<file path="src/hdl/wtw_pkg.sv">
// package of register map, field layouts and timing constants for the time-wheel watchdog
// Behaviour
// - once enabled, watchdog stays on until reset
// - count increments at each selected wheel period
// - timeout falls between two and three periods
// - period codes mean 2,16,128,1024 ticks
// - low-power codes keep, longest period, stop
// - start sets period, clears wheel, lowpower, enable
// - settings writes ignored once enabled
// - feed clears the watchdog count
// - reset cause holds five flags, two general bits
package wtw_pkg;
    // register byte offsets
    localparam logic [11:0] WTW_CTRL_OFF = 12'h000;
    localparam logic [11:0] WTW_FEED_OFF = 12'h004;
    localparam logic [11:0] WTW_STAT_OFF = 12'h008;
    localparam logic [11:0] WTW_CAUSE_OFF = 12'h00C;
    localparam logic [11:0] WTW_IRQ_STAT_OFF = 12'h010;
    localparam logic [11:0] WTW_IRQ_MASK_OFF = 12'h014;
    // control register fields
    localparam int WTW_CTRL_PER_LSB = 0;
    localparam int WTW_CTRL_LP_LSB = 2;
    localparam int WTW_CTRL_EN_BIT = 4;
    localparam int WTW_CTRL_WCLR_BIT = 5;
    // feed register key, write of this value feeds
    localparam logic [31:0] WTW_FEED_KEY = 32'h0000_0001;
    // reset cause bit positions
    localparam int WTW_CAUSE_LVID = 0;
    localparam int WTW_CAUSE_LVIA = 1;
    localparam int WTW_CAUSE_HVIA = 2;
    localparam int WTW_CAUSE_WD = 3;
    localparam int WTW_CAUSE_SW = 4;
    localparam int WTW_CAUSE_GP0 = 5;
    localparam int WTW_CAUSE_GP1 = 6;
    // interrupt status bits
    localparam int WTW_IRQ_PERIOD = 0;
    localparam int WTW_IRQ_BITE = 1;
    // period and low-power encodings
    localparam logic [1:0] WTW_PER_TWO = 2'h0;
    localparam logic [1:0] WTW_PER_16 = 2'h1;
    localparam logic [1:0] WTW_PER_128 = 2'h2;
    localparam logic [1:0] WTW_PER_1024 = 2'h3;
    localparam logic [1:0] WTW_LP_KEEP = 2'h0;
    localparam logic [1:0] WTW_LP_LONGEST = 2'h1;
    localparam logic [1:0] WTW_LP_STOP = 2'h3;
    // wheel and count widths, bite threshold
    localparam int WTW_WHEEL_W = 10;
    localparam logic [1:0] WTW_BITE_COUNT = 2'h3;
    localparam logic [9:0] WTW_WHEEL_RST = 10'h000;
    // reset pulse length in cycles
    localparam logic [3:0] WTW_BITE_LEN = 4'hF;
endpackage : wtw_pkg

</file>
<file path="src/hdl/wtw_sync.sv">
// two flip-flop synchroniser for level inputs from pins
`timescale 1ns/100ps
module wtw_sync #(
    parameter int W = 1
) (
    input wire logic core_clk,
    input wire logic rstn,
    input wire logic [W-1:0] din,
    output logic [W-1:0] dout
);
    // state: first and second stage
    typedef struct packed {
        logic [W-1:0] s1_reg;
        logic [W-1:0] s2_reg;
    } wtw_sync_s;
    wtw_sync_s st_reg;
    wtw_sync_s st_next;

    // next: shift one stage
    always_comb begin
        st_next.s1_reg = din;
        st_next.s2_reg = st_reg.s1_reg;
    end

    // register with async reset
    always_ff @(posedge core_clk or negedge rstn) begin
        if (!rstn) begin
            st_reg <= '0;
        end else begin
            st_reg <= st_next;
        end
    end

    assign dout = st_reg.s2_reg;
endmodule : wtw_sync

</file>
<file path="src/hdl/wtw_wheel.sv">
// free-running central time wheel with period taps
`timescale 1ns/100ps
module wtw_wheel
    import wtw_pkg::*;
(
    input wire logic core_clk,
    input wire logic rstn,
    input wire logic tick,
    input wire logic wheel_clear,
    input wire logic [1:0] period_sel,
    output logic period_hit
);
    // state: wheel counter and hit flag
    typedef struct packed {
        logic [WTW_WHEEL_W-1:0] wheel_reg;
        logic hit_reg;
    } wtw_wheel_s;
    wtw_wheel_s st_reg;
    wtw_wheel_s st_next;
    logic [WTW_WHEEL_W-1:0] wheel_inc;
    logic [WTW_WHEEL_W-1:0] mask;

    // mask for period: 2,16,128,1024 ticks
    always_comb begin
        case (period_sel)
            WTW_PER_TWO: mask = 10'h001;
            WTW_PER_16: mask = 10'h00F;
            WTW_PER_128: mask = 10'h07F;
            default: mask = 10'h3FF;
        endcase
    end

    assign wheel_inc = st_reg.wheel_reg + 10'h001;

    // next: free-running wheel, pulse on period boundary
    always_comb begin
        st_next = st_reg;
        st_next.hit_reg = 1'b0;
        if (wheel_clear) begin
            st_next.wheel_reg = WTW_WHEEL_RST;
        end else if (tick) begin
            st_next.wheel_reg = wheel_inc;
            st_next.hit_reg = ((wheel_inc & mask) == 10'h000);
        end
    end

    // register with async reset
    always_ff @(posedge core_clk or negedge rstn) begin
        if (!rstn) begin
            st_reg <= '0;
        end else begin
            st_reg <= st_next;
        end
    end

    assign period_hit = st_reg.hit_reg;
endmodule : wtw_wheel

</file>
<file path="src/hdl/wtw_top.sv">
// watchdog on the central time wheel with apb registers and reset cause
`timescale 1ns/100ps
module wtw_top
    import wtw_pkg::*;
(
    input wire logic core_clk,
    input wire logic rstn,
    input wire logic [11:0] paddr,
    input wire logic psel,
    input wire logic penable,
    input wire logic pwrite,
    input wire logic [31:0] pwdata,
    output logic [31:0] prdata,
    output logic pready,
    output logic pslverr,
    input wire logic wheel_tick,
    input wire logic low_power_active,
    input wire logic [4:0] reset_event,
    output logic wdt_reset,
    output logic irq
);
    // pin inputs: wheel tick, sleep state, reset events
    logic [6:0] pin_sync;
    logic tick_s;
    logic sleep_s;
    logic [4:0] event_s;
    // period pulse from the wheel
    logic period_hit;
    // register state of the block
    typedef struct packed {
        logic en_reg;             // locked enable
        logic [1:0] per_reg;      // period selection
        logic [1:0] lp_reg;       // low power behaviour
        logic [1:0] count_reg;    // expirations since feed
        logic [6:0] cause_reg;    // reset cause status
        logic [1:0] istat_reg;    // sticky interrupt status
        logic [1:0] imask_reg;    // interrupt mask
        logic [3:0] bite_reg;     // reset pulse counter
        logic tick_d_reg;         // tick edge history
        logic wclr_reg;           // wheel clear pulse
        logic [31:0] prdata_reg;  // read data
        logic pready_reg;         // access acknowledge
        logic pslverr_reg;        // unmapped answer
        logic reset_reg;          // system reset out
        logic irq_reg;            // interrupt out
    } wtw_top_s;
    wtw_top_s st_reg;
    wtw_top_s st_next;
    // bus decode helpers
    logic acc_wr;             // write lands on the completing edge
    logic acc_rd;             // read data captured in first access cycle
    logic mapped;
    logic feed;
    logic [1:0] eff_per;
    logic run;

    // synchronise the pin inputs
    wtw_sync #(
        .W(7)
    ) u_sync (
        .core_clk(core_clk),
        .rstn(rstn),
        .din({reset_event, low_power_active, wheel_tick}),
        .dout(pin_sync)
    );
    assign tick_s = pin_sync[0];
    assign sleep_s = pin_sync[1];
    assign event_s = pin_sync[6:2];

    // effective period: longest in sleep if chosen
    always_comb begin
        if (sleep_s && st_reg.lp_reg == WTW_LP_LONGEST) begin
            eff_per = WTW_PER_1024;
        end else begin
            eff_per = st_reg.per_reg;
        end
    end
    // counting halted in sleep when stop is chosen
    assign run = st_reg.en_reg && !(sleep_s && st_reg.lp_reg == WTW_LP_STOP);

    // the central time wheel
    wtw_wheel u_wheel (
        .core_clk(core_clk),
        .rstn(rstn),
        .tick(tick_s && !st_reg.tick_d_reg),
        .wheel_clear(st_reg.wclr_reg),
        .period_sel(eff_per),
        .period_hit(period_hit)
    );

    // apb: one wait state; a write lands only on the edge that sees pready high
    assign acc_wr = psel && penable && pwrite && st_reg.pready_reg;
    assign acc_rd = psel && penable && !pwrite && !st_reg.pready_reg;
    assign mapped = (paddr == WTW_CTRL_OFF) || (paddr == WTW_FEED_OFF) || (paddr == WTW_STAT_OFF)
        || (paddr == WTW_CAUSE_OFF) || (paddr == WTW_IRQ_STAT_OFF) || (paddr == WTW_IRQ_MASK_OFF);
    assign feed = acc_wr && paddr == WTW_FEED_OFF && pwdata == WTW_FEED_KEY;

    // next-state logic of the whole block
    always_comb begin
        st_next = st_reg;
        st_next.tick_d_reg = tick_s;
        st_next.wclr_reg = 1'b0;
        st_next.pready_reg = 1'b0;
        st_next.pslverr_reg = 1'b0;
        // hardware reset events latch into the cause
        st_next.cause_reg[4:0] = st_reg.cause_reg[4:0] | event_s;
        // control write only while unlocked
        if (acc_wr && paddr == WTW_CTRL_OFF && !st_reg.en_reg) begin
            st_next.per_reg = pwdata[WTW_CTRL_PER_LSB +: 2];
            st_next.lp_reg = pwdata[WTW_CTRL_LP_LSB +: 2];
            st_next.wclr_reg = pwdata[WTW_CTRL_WCLR_BIT];
            st_next.en_reg = pwdata[WTW_CTRL_EN_BIT];
            st_next.count_reg = 2'h0;
        end
        // period expirations count up while running
        if (run && period_hit && st_reg.count_reg != WTW_BITE_COUNT) begin
            st_next.count_reg = st_reg.count_reg + 2'h1;
            st_next.istat_reg[WTW_IRQ_PERIOD] = 1'b1;
        end
        // feed restarts counting from zero; wheel keeps running, so timeout is two to three periods
        if (feed && st_reg.en_reg) begin
            st_next.count_reg = 2'h0;
        end
        // reset cause: write one clears, general bits writable
        if (acc_wr && paddr == WTW_CAUSE_OFF) begin
            st_next.cause_reg[4:0] = (st_reg.cause_reg[4:0] & ~pwdata[4:0]) | event_s;
            st_next.cause_reg[6:5] = pwdata[6:5];
        end
        // interrupt status write one to clear
        if (acc_wr && paddr == WTW_IRQ_STAT_OFF) begin
            st_next.istat_reg = st_reg.istat_reg & ~pwdata[1:0];
        end
        if (acc_wr && paddr == WTW_IRQ_MASK_OFF) begin
            st_next.imask_reg = pwdata[1:0];
        end
        // re-set wins over software clear
        if (run && period_hit) begin
            st_next.istat_reg[WTW_IRQ_PERIOD] = 1'b1;
        end
        // count reached three: bite
        if (st_reg.count_reg == WTW_BITE_COUNT && st_reg.bite_reg == 4'h0) begin
            st_next.bite_reg = WTW_BITE_LEN;
            st_next.cause_reg[WTW_CAUSE_WD] = 1'b1;
            st_next.istat_reg[WTW_IRQ_BITE] = 1'b1;
            st_next.count_reg = 2'h0;
        end else if (st_reg.bite_reg != 4'h0) begin
            st_next.bite_reg = st_reg.bite_reg - 4'h1;
        end
        st_next.reset_reg = (st_next.bite_reg != 4'h0);
        // read data
        st_next.prdata_reg = 32'h0000_0000;
        if (acc_rd) begin
            case (paddr)
                WTW_CTRL_OFF: st_next.prdata_reg = {27'h0, st_reg.en_reg, st_reg.lp_reg, st_reg.per_reg};
                WTW_STAT_OFF: st_next.prdata_reg = {30'h0, st_reg.count_reg};
                WTW_CAUSE_OFF: st_next.prdata_reg = {25'h0, st_reg.cause_reg};
                WTW_IRQ_STAT_OFF: st_next.prdata_reg = {30'h0, st_reg.istat_reg};
                WTW_IRQ_MASK_OFF: st_next.prdata_reg = {30'h0, st_reg.imask_reg};
                default: st_next.prdata_reg = 32'h0000_0000;
            endcase
        end
        // answer after one access cycle, for one cycle only
        if (psel && penable && !st_reg.pready_reg) begin
            st_next.pready_reg = 1'b1;
            st_next.pslverr_reg = !mapped;
        end
        st_next.irq_reg = |(st_next.istat_reg & st_next.imask_reg);
    end

    // state register; reset unlocks and clears
    always_ff @(posedge core_clk or negedge rstn) begin
        if (!rstn) begin
            st_reg <= '0;
        end else begin
            st_reg <= st_next;
        end
    end

    assign prdata = st_reg.prdata_reg;
    assign pready = st_reg.pready_reg;
    assign pslverr = st_reg.pslverr_reg;
    assign wdt_reset = st_reg.reset_reg;
    assign irq = st_reg.irq_reg;

    // enable never falls without reset
    lock_hold_a: assert property (@(posedge core_clk) disable iff (!rstn)
        st_reg.en_reg |=> st_reg.en_reg) else $error("watchdog enable dropped");
    // settings frozen while enabled
    settings_frozen_a: assert property (@(posedge core_clk) disable iff (!rstn)
        st_reg.en_reg |=> $stable(st_reg.per_reg) && $stable(st_reg.lp_reg)) else $error("settings changed");
    // feed zeroes the count
    feed_clears_a: assert property (@(posedge core_clk) disable iff (!rstn)
        feed && st_reg.en_reg && st_reg.count_reg != WTW_BITE_COUNT |=> st_reg.count_reg == 2'h0)
        else $error("feed did not clear count");
    // count three gives reset and cause flag
    bite_reset_a: assert property (@(posedge core_clk) disable iff (!rstn)
        st_reg.count_reg == WTW_BITE_COUNT && st_reg.bite_reg == 4'h0 |=> ##1 wdt_reset && st_reg.cause_reg[WTW_CAUSE_WD])
        else $error("no reset on bite");
    // count advances only on a period hit
    count_step_a: assert property (@(posedge core_clk) disable iff (!rstn)
        st_reg.count_reg != $past(st_reg.count_reg) && st_reg.count_reg != 2'h0 |-> $past(period_hit) && $past(run))
        else $error("count moved without period");
    // stopped in sleep means no counting
    sleep_stop_a: assert property (@(posedge core_clk) disable iff (!rstn)
        sleep_s && st_reg.lp_reg == WTW_LP_STOP && st_reg.count_reg == 2'h1 |=> st_reg.count_reg != 2'h2)
        else $error("counted while stopped");
    // cause write one clears a flag absent new event
    cause_clear_a: assert property (@(posedge core_clk) disable iff (!rstn)
        acc_wr && paddr == WTW_CAUSE_OFF && pwdata[WTW_CAUSE_SW] && !event_s[WTW_CAUSE_SW]
        |=> !st_reg.cause_reg[WTW_CAUSE_SW]) else $error("cause not cleared");
    // period hit marks the sticky status
    period_sticky_a: assert property (@(posedge core_clk) disable iff (!rstn)
        run && period_hit |=> st_reg.istat_reg[WTW_IRQ_PERIOD]) else $error("period status missed");
endmodule : wtw_top

</file>
<file path="config.mk">
export PLATFORM = sky130hd
export DESIGN_NAME = wtw_top
export DESIGN_NICKNAME = d
export VERILOG_FILES = /design/src/hdl/wtw_pkg.sv /design/src/hdl/wtw_sync.sv /design/src/hdl/wtw_wheel.sv /design/src/hdl/wtw_top.sv
export SDC_FILE = /design/constraint.sdc
export NUM_CORES = 1
export LEC_CHECK = 0
export BUFFER_PORTS_ARGS = -buffer_cell sky130_fd_sc_hd__buf_2
export CAP_MARGIN = 20
export CELL_PAD_IN_SITES_DETAIL_PLACEMENT = 1
export CELL_PAD_IN_SITES_GLOBAL_PLACEMENT = 1
export CORE_MARGIN = 2
export CORE_UTILIZATION = 39
export CTS_CLUSTER_DIAMETER = 120
export DETAILED_ROUTE_END_ITERATION = 8
export GPL_ROUTABILITY_DRIVEN = 0
export PLACE_DENSITY_LB_ADDON = 0.1
export SLEW_MARGIN = 20
export SYNTH_ARGS = -nofsm -noshare
export SYNTH_HDL_FRONTEND = slang
export SYNTH_SLANG_ARGS = --single-unit
</file>
<file path="constraint.sdc">
create_clock -name core_clk -period 2.1 [get_ports core_clk]
set_clock_uncertainty 0.05 [all_clocks]
set_input_delay 0.63 -clock core_clk [delete_from_list [all_inputs] [get_ports core_clk]]
set_output_delay 0.63 -clock core_clk [all_outputs]
set_load 0.005 [all_outputs]
</file>
-- Word-level counts from Yosys, hierarchy flattened
Cells that the tools add are included.
- add/sub/neg operators: 3
- equality and inequality tests: 12
- muxes and demuxes: 22
- bitwise gates (word level): 8
- reduce and logical (&&, ||, !) cells: 41
- operator list (operator ; number):
    7-bit one-hot mux with 5 select lines ; 1
    32-bit by 1-bit == test with 1-bit output, second input constant ; 1
    10-bit one-hot mux with 3 select lines ; 1
    12-bit by 4-bit == test with 1-bit output, second input constant ; 2
    12-bit by 5-bit == test with 1-bit output, second input constant ; 2
    1-bit logical AND ; 21
    2-bit two-way mux ; 8
    12-bit by 3-bit == test with 1-bit output, second input constant ; 1
    12-bit zero test ; 1
    4-bit nonzero test ; 3
    11-bit two-way mux ; 1
    10-bit by 1-bit adder with 10-bit output, second input constant ; 1
    10-bit bitwise AND ; 1
    10-bit zero test ; 1
    10-bit two-way mux ; 1
    5-bit bitwise OR ; 2
    4-bit two-way mux ; 2
    7-bit two-way mux ; 1
    2-bit == test, second input constant ; 3
    1-bit zero test ; 6
    1-bit two-way mux ; 6
    5-bit bitwise AND ; 1
    1-bit logical OR ; 5
    5-bit two-way mux ; 1
    11 further kinds ; 13
- register bits after elaboration: 85
- output and inout port bits: 36
- logic and storage cells: 106

-- Longest topological paths before layout
Gate-level depths: netlist (run 1).
- word-level depth: 11
- mapped depth: 7
- depth with buffers taken out: 7

-- Hierarchy
A second synthesis (run 1) with hierarchy kept.
- cells, all modules: 281
- area, all modules: 3039.2 sq um
- by module, submodules not included (module ; instances ; cells each ; area an instance (sq um)):
    wtw_top ; 1 ; 192 ; 1980.6
    wtw_wheel ; 1 ; 75 ; 708.2
    wtw_sync ; 1 ; 14 ; 350.3

-- Worst setup path before layout (run 1)
Ideal clock, no wire load.
- kind: in2reg
- start: input port paddr[1]
- end: register st_reg[51] in the netlist's numbering
- arrival: 1.853 ns
- data required time: 1.925 ns
- path slack: 0.072 ns
- stages: 4
- cell sequence: nor3_1 -> nand3_2 -> nor4_4 -> mux2_2
- longest elaborated chain between the ends: 2
- RTL lines (element ; line ; text):
    start, declared ; wtw_top.sv:8 ; input wire logic [11:0] paddr,
    12-bit by 4-bit == test with 1-bit output ; wtw_top.sv:125 ; if (acc_wr && paddr == WTW_CAUSE_OFF) begin
    1-bit logical AND ; wtw_top.sv:125 ;
    end signal, assigned ; wtw_top.sv:175 ; st_reg <= st_next;
    end, declared ; wtw_top.sv:47 ; wtw_top_s st_reg;
No other way between the ends.
A chain may end at the register's enable or synchronous reset.

==> results of run 1 <==
## worst reg2reg max path, stage by stage, from the launching register on
cell and delay (ps):
sky130_fd_sc_hd__dfrtp_1 420, sky130_fd_sc_hd__inv_1 80, sky130_fd_sc_hd__ha_1 200, sky130_fd_sc_hd__nand2b_1 90, sky130_fd_sc_hd__nor2_1 240, sky130_fd_sc_hd__mux2i_1 140
sky130_fd_sc_hd__or4_1 510
## cell type report
type                       count  area (um^2)  share of cell area (%)
timing repair buffer          88          520                    14.0
inverter                       6         22.5                   0.608
sequential                    60         1500                    40.5
multi-input combinational    209         1290                    34.8
tap                           99          124                    3.34
clock buffer                   9          124                    3.34
clock inverter                 7          125                    3.38
## power by group through the flow
stage | Clock [uW] | Sequential [uW] | Combinational (uW)
final | 1290 | 1300 | 383
after floorplan | 0 | 1310 | 232
after CTS | 1320 | 1300 | 391
after detailed placement | 0 | 1320 | 392
after global placement | 0 | 1320 | 375
after global routing | 1370 | 1310 | 442
## worst min-delay path by stage
stage	end	slack, ps
floorplan	irq$_DFF_PN0_	280
global placement	u_sync.dout[1]$_DFF_PN0_	280
detailed placement	u_sync.dout[5]$_DFF_PN0_	290
CTS	st_reg[48]$_DFF_PN0_	290
global route	st_reg[54]$_DFFE_PN0P_	300
finish	st_reg[47]$_DFF_PN0_	280
## Yosys cell counts, types with 5 or more instances
cell	instances	area, um^2
sky130_fd_sc_hd__a21o_1	5	37.5
sky130_fd_sc_hd__a21oi_1	6	30.0
sky130_fd_sc_hd__and2_1	5	31.3
sky130_fd_sc_hd__buf_4	32	240
sky130_fd_sc_hd__clkbuf_1	5	18.8
sky130_fd_sc_hd__dfrtp_1	60	1500
sky130_fd_sc_hd__inv_1	6	22.5
sky130_fd_sc_hd__mux2_2	8	90.1
sky130_fd_sc_hd__mux2i_1	6	60.1
sky130_fd_sc_hd__nand2_1	23	86.3
sky130_fd_sc_hd__nand3_1	9	45.0
sky130_fd_sc_hd__nand4_1	6	37.5
sky130_fd_sc_hd__nor2_1	30	113
sky130_fd_sc_hd__nor3_1	8	40.0
sky130_fd_sc_hd__nor4_1	7	43.8
sky130_fd_sc_hd__o21ai_0	5	25.0
sky130_fd_sc_hd__xor2_1	5	43.8
## per-stage QoR
stage	worst slack (ps)	power, uW	utilization [%]	hold slack, ps
finish	245	2970	50.6	278
global route	83.5	3120	50.6	304
CTS	229	3010	50.6	294
detailed placement	-86.1	1710	47.2	286
global placement	-62.7	1690	47.2	283
floorplan	72.1	1540	-	281
## layer usage
| metal | global-route usage (%) | up-vias | wire length, um |
|---|---|---|---|
| li1 | - | 1141 | - |
| met1 | 23.1 | 1188 | 3180 |
| met2 | 30.1 | 54 | 3650 |
| met3 | 4.93 | 7 | 352 |
| met4 | 5.68 | 0 | 72 |
| met5 | 0 | - | 0 |
## kinds of logic (layout without fill, tap and decap cells)
family	Yosys count	in the layout	synth area share [%]
AO/OA/AOI/OAI	40	40	9.23
XOR/XNOR	8	8	2.34
adder cells (fa/ha/maj)	3	3	1.25
buffers and inverters	46	110	9.90
flip-flops	60	60	50.1
multiplexers	14	14	5.01
other	1	25	0.125
AND/OR/NAND/NOR	119	119	22.0
## cell usage in the layout (no fill, tap or decap), drive strengths merged, types with 3 or more instances in the layout
master  count
buf        88
dfrtp      60
nor2       30
conb       25
nand2      24
nand3      10
clkbuf      9
nor4        9
nor3        8
mux2        8
mux2i       6
inv         6
a21oi       6
nand4       6
o21ai       5
and2        5
a21o        5
xor2        5
nand2b      4
nand3b      4
a31oi       4
o31ai       4
clkinv      4
nor2b       3
a22oi       3
or3         3
xnor2       3
ha          3
bufinv      3
and4        3
==> flow_summary.toml, run 1 <==
[cells_and_area]
final-instance-count-excl-fill = 478
synthToLayoutAreaGrowth_pct = 23.7
design.final.nets = 433
post_route_cells_drive_above_1_share_pct = 32.2
layout.filler_cells = 851
largest_reg_flops = 24
number_of_diodes_added_for_antenna_fixing = 0
final_area_mm2 = 0.00371

[drt]
detailroute.via_count = 2390
totalWireLength_um = 7250
drt_first_pass_iters = 4
route.antenna.remaining_nets = 0
vias_per_cell = 5.00
avgRoutedWirePerCell_um = 15.2
post-route-drc-count = 0
detail_route.iter0.violations = 67

[cts]
worstSkewPairLatency_ps = 340
worst_setup_hold_path_clk_slew_ps = 80
clock_sinks = 60
tritoncts.num_buffers = 9
cts_setup_buffers = 0
cts_tree = "yes"
cts.htree.levels = 3
cts.repair.resized = 0
postCtsHoldBufs = 0
clock_path_buffers = 2
clk_root_buffer_cell = "sky130_fd_sc_hd__clkbuf_8"

[yosys]
asyncSetResetFlopFracSynth_pct = 100
synth_edf_count = 0
netlist_instances = 291
yosys_most_used_dff = "sky130_fd_sc_hd__dfrtp_1"
postSynthAreaPerCell_um2 = 10.3
yosys_register_bits = 60
ys_types = 52
yosys_warnings = 0
syn_area_mm2 = 0.00300
synth_seq_area_share_pct = 50.1

[worst_setup_path]
timing.critical_path.slowest_cell_delay_ps = 510
critical_path.slowest_cell = "sky130_fd_sc_hd__or4_1"
cp_top_family = "simple AND/OR/NAND/NOR gates"
crit_path_buffers_inverters = 1
path_cells = "inv_1 -> ha_1 -> nand2b_1 -> nor2_1 -> mux2i_1 -> or4_1"
regToRegStartpoint = "st_reg[38]$_DFF_PN0_"
ff2ff_path_depth = 6
timing.critical_path.from = "st_reg[38]$_DFF_PN0_"
timing.rr.end = "wdt_reset$_DFF_PN0_"
worst-path-max-fanout = 5
cp_data_arrival_time_ps = 2010
regToRegSetupSlack_ps = 240
crit_path_end_kind = "register"
crit_cells = 6
timing.critical_path.from_type = "register"
timing.setup.critical_path_class = "reg2reg"
worstSetupEndpoint = "wdt_reset$_DFF_PN0_"
worst-endpoint-required_ps = 2260

[placement]
portbufs = 66
detailed_place.area_mm2 = 0.00346
post-dp-hpwl_um = 5760
dp.cells = 462

[pwr]
vdd_drop_max_v = 0.000482
pwr_density_cell_mw_per_mm2 = 801
pwr-share-comb_pct = 12.9
power.internal_uw = 2190
power.share.sequential_pct = 43.8
power_leakage_uw = 0.00178
switching_share_pct = 26.2
power_switching_uw = 778
portion_of_total_power_attributed_to_the_clock_network_pct = 43.3

[global_route]
all_layer_global_routing_usage_pct = 18.2
pin_count_of_the_biggest_net_entering_global_routing = 28
first_global_vias = 2501
wire_length_of_the_first_global_routing_pass_um = 12000
grt-ovfl-total = 0
grt_antenna_before_repair = 0

[job]
max-cap-violations = 0

[sta]
slew_headroom_pct = 54.7
hold_violations = 0
setup_viol = 0
rsz_0062_raised_after_global_routing = "false"
final_max_slew_viol_count = 0
layout_worst_path_cycle_share_pct = 88.3
accumulated_negative_setup_slack_ps = 0
fmaxAchievable_ghz = 0.539
final.min_clock_period_ps = 1860
worst_slew_pin_slew_ps = 680

[die]
die_h_um = 91.7
initial_core_util_pct = 40.9
die_x_um = 91.7
floorplan.core_area_mm2 = 0.00733
fp-row-count = 31
floorplan.io_pins = 92
die_area_mm2 = 0.00840

[run_status]
status = "finished clean"

[hold_path]
min_path_type = "in2async"
(Power assumes the default switching activity.)
==> inputs of run 2 (changes only) <==
==> constraint.sdc (replaced) <==
create_clock -name core_clk -period 2.1 [get_ports core_clk]
set_clock_uncertainty 0.05 [all_clocks]
set_input_delay 0 -clock core_clk [delete_from_list [all_inputs] [get_ports core_clk]]
set_output_delay 0 -clock core_clk [all_outputs]
set_load 0.005 [all_outputs]
==> flow_summary.toml, run 2 (synthesis results as in run 1) <==
[run_status]
status = "finished clean"

[worst_setup_path]
ff2ff_path_depth = 7
regToRegStartpoint = "st_reg[38]$_DFF_PN0_"
regToRegSetupSlack_ps = 190
worstSetupEndpoint = "irq$_DFF_PN0_"
cp_data_arrival_time_ps = 2100
timing.rr.end = "irq$_DFF_PN0_"
cp_top_family = "simple AND/OR/NAND/NOR gates"
timing.setup.critical_path_class = "reg2reg"
worst-endpoint-required_ps = 2290
timing.critical_path.from = "st_reg[38]$_DFF_PN0_"
timing.critical_path.from_type = "register"
crit_path_buffers_inverters = 1
worst-path-max-fanout = 5
critical_path.slowest_cell = "sky130_fd_sc_hd__dfrtp_1"
crit_cells = 7
crit_path_end_kind = "register"
timing.critical_path.slowest_cell_delay_ps = 430
path_cells = "inv_1 -> ha_1 -> nand2b_1 -> nor2_1 -> and2_1 -> and4bb_2 -> o31ai_1"

[pwr]
power_switching_uw = 780
switching_share_pct = 28.6
power.share.sequential_pct = 48.1
vdd_drop_max_v = 0.000456
pwr_density_cell_mw_per_mm2 = 737
pwr-share-comb_pct = 13.3
portion_of_total_power_attributed_to_the_clock_network_pct = 38.6
power_leakage_uw = 0.00175
power.internal_uw = 1950

[die]
die_x_um = 91.7
die_area_mm2 = 0.00840
fp-row-count = 31
initial_core_util_pct = 40.9
floorplan.core_area_mm2 = 0.00733
floorplan.io_pins = 92
die_h_um = 91.7

[global_route]
first_global_vias = 2555
all_layer_global_routing_usage_pct = 18.3
pin_count_of_the_biggest_net_entering_global_routing = 61
grt-ovfl-total = 0
wire_length_of_the_first_global_routing_pass_um = 12200
grt_antenna_before_repair = 0

[cts]
worstSkewPairLatency_ps = 330
clk_root_buffer_cell = "sky130_fd_sc_hd__clkbuf_8"
cts_setup_buffers = 0
clock_sinks = 60
worst_setup_hold_path_clk_slew_ps = 80
tritoncts.num_buffers = 9
cts_tree = "yes"
cts.htree.levels = 3
clock_path_buffers = 2

[cells_and_area]
post_route_cells_drive_above_1_share_pct = 27.3
mostFrequentLayoutCell = "sky130_fd_sc_hd__buf_2"
synthToLayoutAreaGrowth_pct = 23.3
number_of_diodes_added_for_antenna_fixing = 0
largest_reg_flops = 24
final_cell_mix = "sky130_fd_sc_hd__buf_2 (66), sky130_fd_sc_hd__dfrtp_1 (60), sky130_fd_sc_hd__nor2_1 (30)"
design.final.nets = 435

[drt]
post-route-drc-count = 0
route.antenna.remaining_nets = 0
avgRoutedWirePerCell_um = 15.0
totalWireLength_um = 7200
drt_first_pass_iters = 4
detailroute.via_count = 2390
vias_per_cell = 4.98
detail_route.iter0.violations = 67

[sta]
layout_worst_path_cycle_share_pct = 91.1
hold_slack_ps = 130
rsz_0062_raised_after_global_routing = "false"
final_max_slew_viol_count = 0
fmaxAchievable_ghz = 0.523
setup_viol = 0
final.min_clock_period_ps = 1910
slew_headroom_pct = 48.4
timing.final.ws_setup_ps = 186
hold_violations = 0
worst_slew_pin_slew_ps = 775
accumulated_negative_setup_slack_ps = 0

[job]
max-cap-violations = 0

[placement]
portbufs = 66
post-dp-hpwl_um = 5140
pre_cts_slack_ps = 198

[hold_path]
min_path_type = "in2reg"
run 2: power groups by stage:
| stage | Combinational (uW) | Sequential [uW] | Clock (uW) |
|---|---|---|---|
| 2_1_floorplan | 232 | 1310 | 0 |
| 3_3_place_gp | 322 | 1330 | 0 |
| 3_5_place_dp | 331 | 1330 | 0 |
| 4_1_cts | 362 | 1310 | 1080 |
| 5_1_grt | 408 | 1330 | 1130 |
| 6_report | 361 | 1310 | 1050 |
run 2: area by class of cell:
type,count,area [um^2]
fill,869,3630
sequential,60,1500
multi-input combinational,209,1290
timing repair buffer,90,561
clock buffer,9,124
tap,99,124
clock inverter,7,75.1
inverter,6,22.5
run 2: per-layer routing:
layer | GRT usage, % | wire, um
met5 | 0 | 0
met4 | 6.82 | 93
met3 | 2.71 | 277
met2 | 30.4 | 3500
met1 | 24.2 | 3320
run 2: worst min path at each step:
stage	start	to	slack [ps]	depth (start not counted)
after CTS	paddr[8]	st_reg[50]$_DFF_PN0_	120	6
after detailed placement	reset_event[0]	u_sync.st_next[2]$_DFF_PN0_	60	1
final	paddr[2]	st_reg[43]$_DFF_PN0_	130	3
after global routing	paddr[8]	st_reg[50]$_DFF_PN0_	150	6
after floorplan	rstn	irq$_DFF_PN0_	-350	0
after global placement	reset_event[2]	u_sync.st_next[4]$_DFF_PN0_	60	1
run 2: worst register-to-register path: cells and delay by family, from the launching register on:
| kind | cells | cell delay [ps] |
|---|---|---|
| AO/OA/AOI/OAI | 1 | 220 |
| adder cells (fa/ha/maj) | 1 | 200 |
| flip-flops | 1 | 430 |
| AND/OR/NAND/NOR | 4 | 860 |
| buffers and inverters | 1 | 80 |
run 2: metrics by stage:
stage          instances  instance area, um^2  util, %  total power (uW)
6_report             480                 3700     50.4              2730
5_1_grt              480                 3700     50.4              2870
4_1_cts              480                 3700     50.4              2750
3_5_place_dp         444                 3300     45.0              1660
3_3_place_gp         444                 3300     45.0              1650
2_1_floorplan        315                 3090        -              1540
run 2: timing repair:
item	4_1_cts	5_1_grt
endpoints found under the hold margin	86	0
hold buffers	20	0
gates resized for setup	0	0
==> inputs of run 3 (changes only) <==
- CORE_UTILIZATION: 39 -> 40
- clock period: 2.1 -> 2.3 ns (I/O delays scaled with it)
==> flow_summary.toml, run 3 (synthesis results as in run 1) <==
[placement]
portbufs = 66
dp.cells = 442
post-dp-hpwl_um = 5280

[sta]
worst_slew_pin_slew_ps = 766
rsz_0062_raised_after_global_routing = "false"
fmaxAchievable_ghz = 0.514
setup_viol = 0
final.min_clock_period_ps = 1940
final_max_slew_viol_count = 0
accumulated_negative_setup_slack_ps = 0
slew_headroom_pct = 48.9
hold_violations = 0
layout_worst_path_cycle_share_pct = 84.5

[global_route]
wire_length_of_the_first_global_routing_pass_um = 12100
pin_count_of_the_biggest_net_entering_global_routing = 61
grt_antenna_before_repair = 0
first_global_vias = 2578
grt-ovfl-total = 0
all_layer_global_routing_usage_pct = 18.6

[cells_and_area]
number_of_diodes_added_for_antenna_fixing = 0
final_cell_mix = "sky130_fd_sc_hd__buf_2 (66), sky130_fd_sc_hd__dfrtp_1 (60), sky130_fd_sc_hd__nor2_1 (30)"
layout.filler_cells = 876
mostFrequentLayoutCell = "sky130_fd_sc_hd__buf_2"
design.final.nets = 433
post_route_cells_drive_above_1_share_pct = 26.9
final-instance-count-excl-fill = 478
synthToLayoutAreaGrowth_pct = 22.9
largest_reg_flops = 24

[drt]
post-route-drc-count = 0
route.antenna.remaining_nets = 0
vias_per_cell = 5.03
detail_route.iter0.violations = 49
totalWireLength_um = 7270
drt_first_pass_iters = 4
avgRoutedWirePerCell_um = 15.2
detailroute.via_count = 2404

[worst_setup_path]
path_cells = "ha_1 -> nand3_1 -> or3_1 -> o31ai_1 -> o221ai_1 -> a211oi_1"
cp_top_family = "simple AND/OR/NAND/NOR gates"
worst-endpoint-required_ps = 2490
timing.setup.critical_path_class = "reg2reg"
crit_path_end_kind = "register"
cp_data_arrival_time_ps = 2140
timing.critical_path.slowest_cell_delay_ps = 470
regToRegSetupSlack_ps = 360
critical_path.slowest_cell = "sky130_fd_sc_hd__dfrtp_1"
worst-path-max-fanout = 7
crit_path_buffers_inverters = 0
timing.critical_path.from_type = "register"

[die]
die_h_um = 90.6
die_x_um = 90.6
floorplan.io_pins = 92
fp-row-count = 31
die_area_mm2 = 0.00820
floorplan.core_area_mm2 = 0.00725
initial_core_util_pct = 41.3

[cts]
clk_root_buffer_cell = "sky130_fd_sc_hd__clkbuf_8"
clock_path_buffers = 2
cts.htree.levels = 3
worst_setup_hold_path_clk_slew_ps = 70
tritoncts.num_buffers = 9
clock_sinks = 60
cts.repair.resized = 0
worstSkewPairLatency_ps = 340
cts_tree = "yes"

[run_status]
status = "finished clean"

[pwr]
power_switching_uw = 684
vdd_drop_max_v = 0.000352
pwr_density_cell_mw_per_mm2 = 672
portion_of_total_power_attributed_to_the_clock_network_pct = 38.5
power_leakage_uw = 0.00173
power.internal_uw = 1790
pwr-share-comb_pct = 13.2
power.share.sequential_pct = 48.3
switching_share_pct = 27.6

[job]
max-cap-violations = 0

[hold_path]
min_path_type = "in2reg"
run 3: tightest hold or removal path, stage by stage:
cell and delay (ps):
sky130_fd_sc_hd__buf_2 100, sky130_fd_sc_hd__nor4_4 50, sky130_fd_sc_hd__nand3_2 90, sky130_fd_sc_hd__nor4_4 90
sky130_fd_sc_hd__nand2_1 70, sky130_fd_sc_hd__a21o_1 100
run 3: path summary, 6_finish.rpt:
| path | start | endpoint | cells after the start |
|---|---|---|---|
| max in group asynchronous | rstn | u_wheel.st_reg[2]$_DFFE_PN0P_ | 3 |
| hold reg to reg | u_sync.st_next[6]$_DFF_PN0_ | u_sync.dout[6]$_DFF_PN0_ | 0 |
| hold / removal | paddr[8] | st_reg[48]$_DFF_PN0_ | 6 |
| setup / recovery | u_wheel.st_reg[1]$_DFFE_PN0P_ | u_wheel.period_hit$_DFF_PN0_ | 6 |
| min in group asynchronous | rstn | u_wheel.st_reg[3]$_DFFE_PN0P_ | 3 |
| setup reg to reg | u_wheel.st_reg[1]$_DFFE_PN0P_ | u_wheel.period_hit$_DFF_PN0_ | 6 |
run 3: final cells by class:
cell class | count | area (um^2) | area share (%)
clock buffer | 10 | 138 | 3.74
clock inverter | 6 | 63.8 | 1.73
inverter | 6 | 22.5 | 0.611
multi-input combinational | 209 | 1290 | 35.0
sequential | 60 | 1500 | 40.8
tap | 99 | 124 | 3.36
timing repair buffer | 88 | 546 | 14.8
run 3: what timing repair did:
item / in CTS / in global routing
setup buffers: 0 / 0
setup endpoints to repair: 0 / 0
hold buffers: 20 / 0
endpoints found under the hold margin: 87 / 0
run 3: per-layer routing:
metal  vias up  track usage (%)  wire length [um]
met5         -                0                 0
met4         0             8.33               123
met3        12             3.76               246
met2        51             31.1              3660
met1      1201             23.3              3240
li1       1140                -                 -
run 3: through the flow:
stage / utilization (%) / total power [uW] / cell area (um^2) / hold WS [ps] / worst slack [ps]
3_5_place_dp: 45.2 / 1520 / 3280 / 59.6 / 372
3_3_place_gp: 45.2 / 1500 / 3280 / 58.1 / 494
6_report: 50.8 / 2480 / 3680 / 135 / 356
4_1_cts: 50.8 / 2510 / 3680 / 129 / 343
5_1_grt: 50.8 / 2600 / 3680 / 156 / 141
2_1_floorplan: - / 1410 / 3090 / -346 / 600
run 3: power by group through the flow:
stage | Clock (uW) | Combinational, uW | Sequential (uW)
after floorplan | 0 | 212 | 1190
after global placement | 0 | 291 | 1210
after detailed placement | 0 | 302 | 1210
after CTS | 982 | 332 | 1200
after global routing | 1020 | 372 | 1210
final | 953 | 327 | 1200
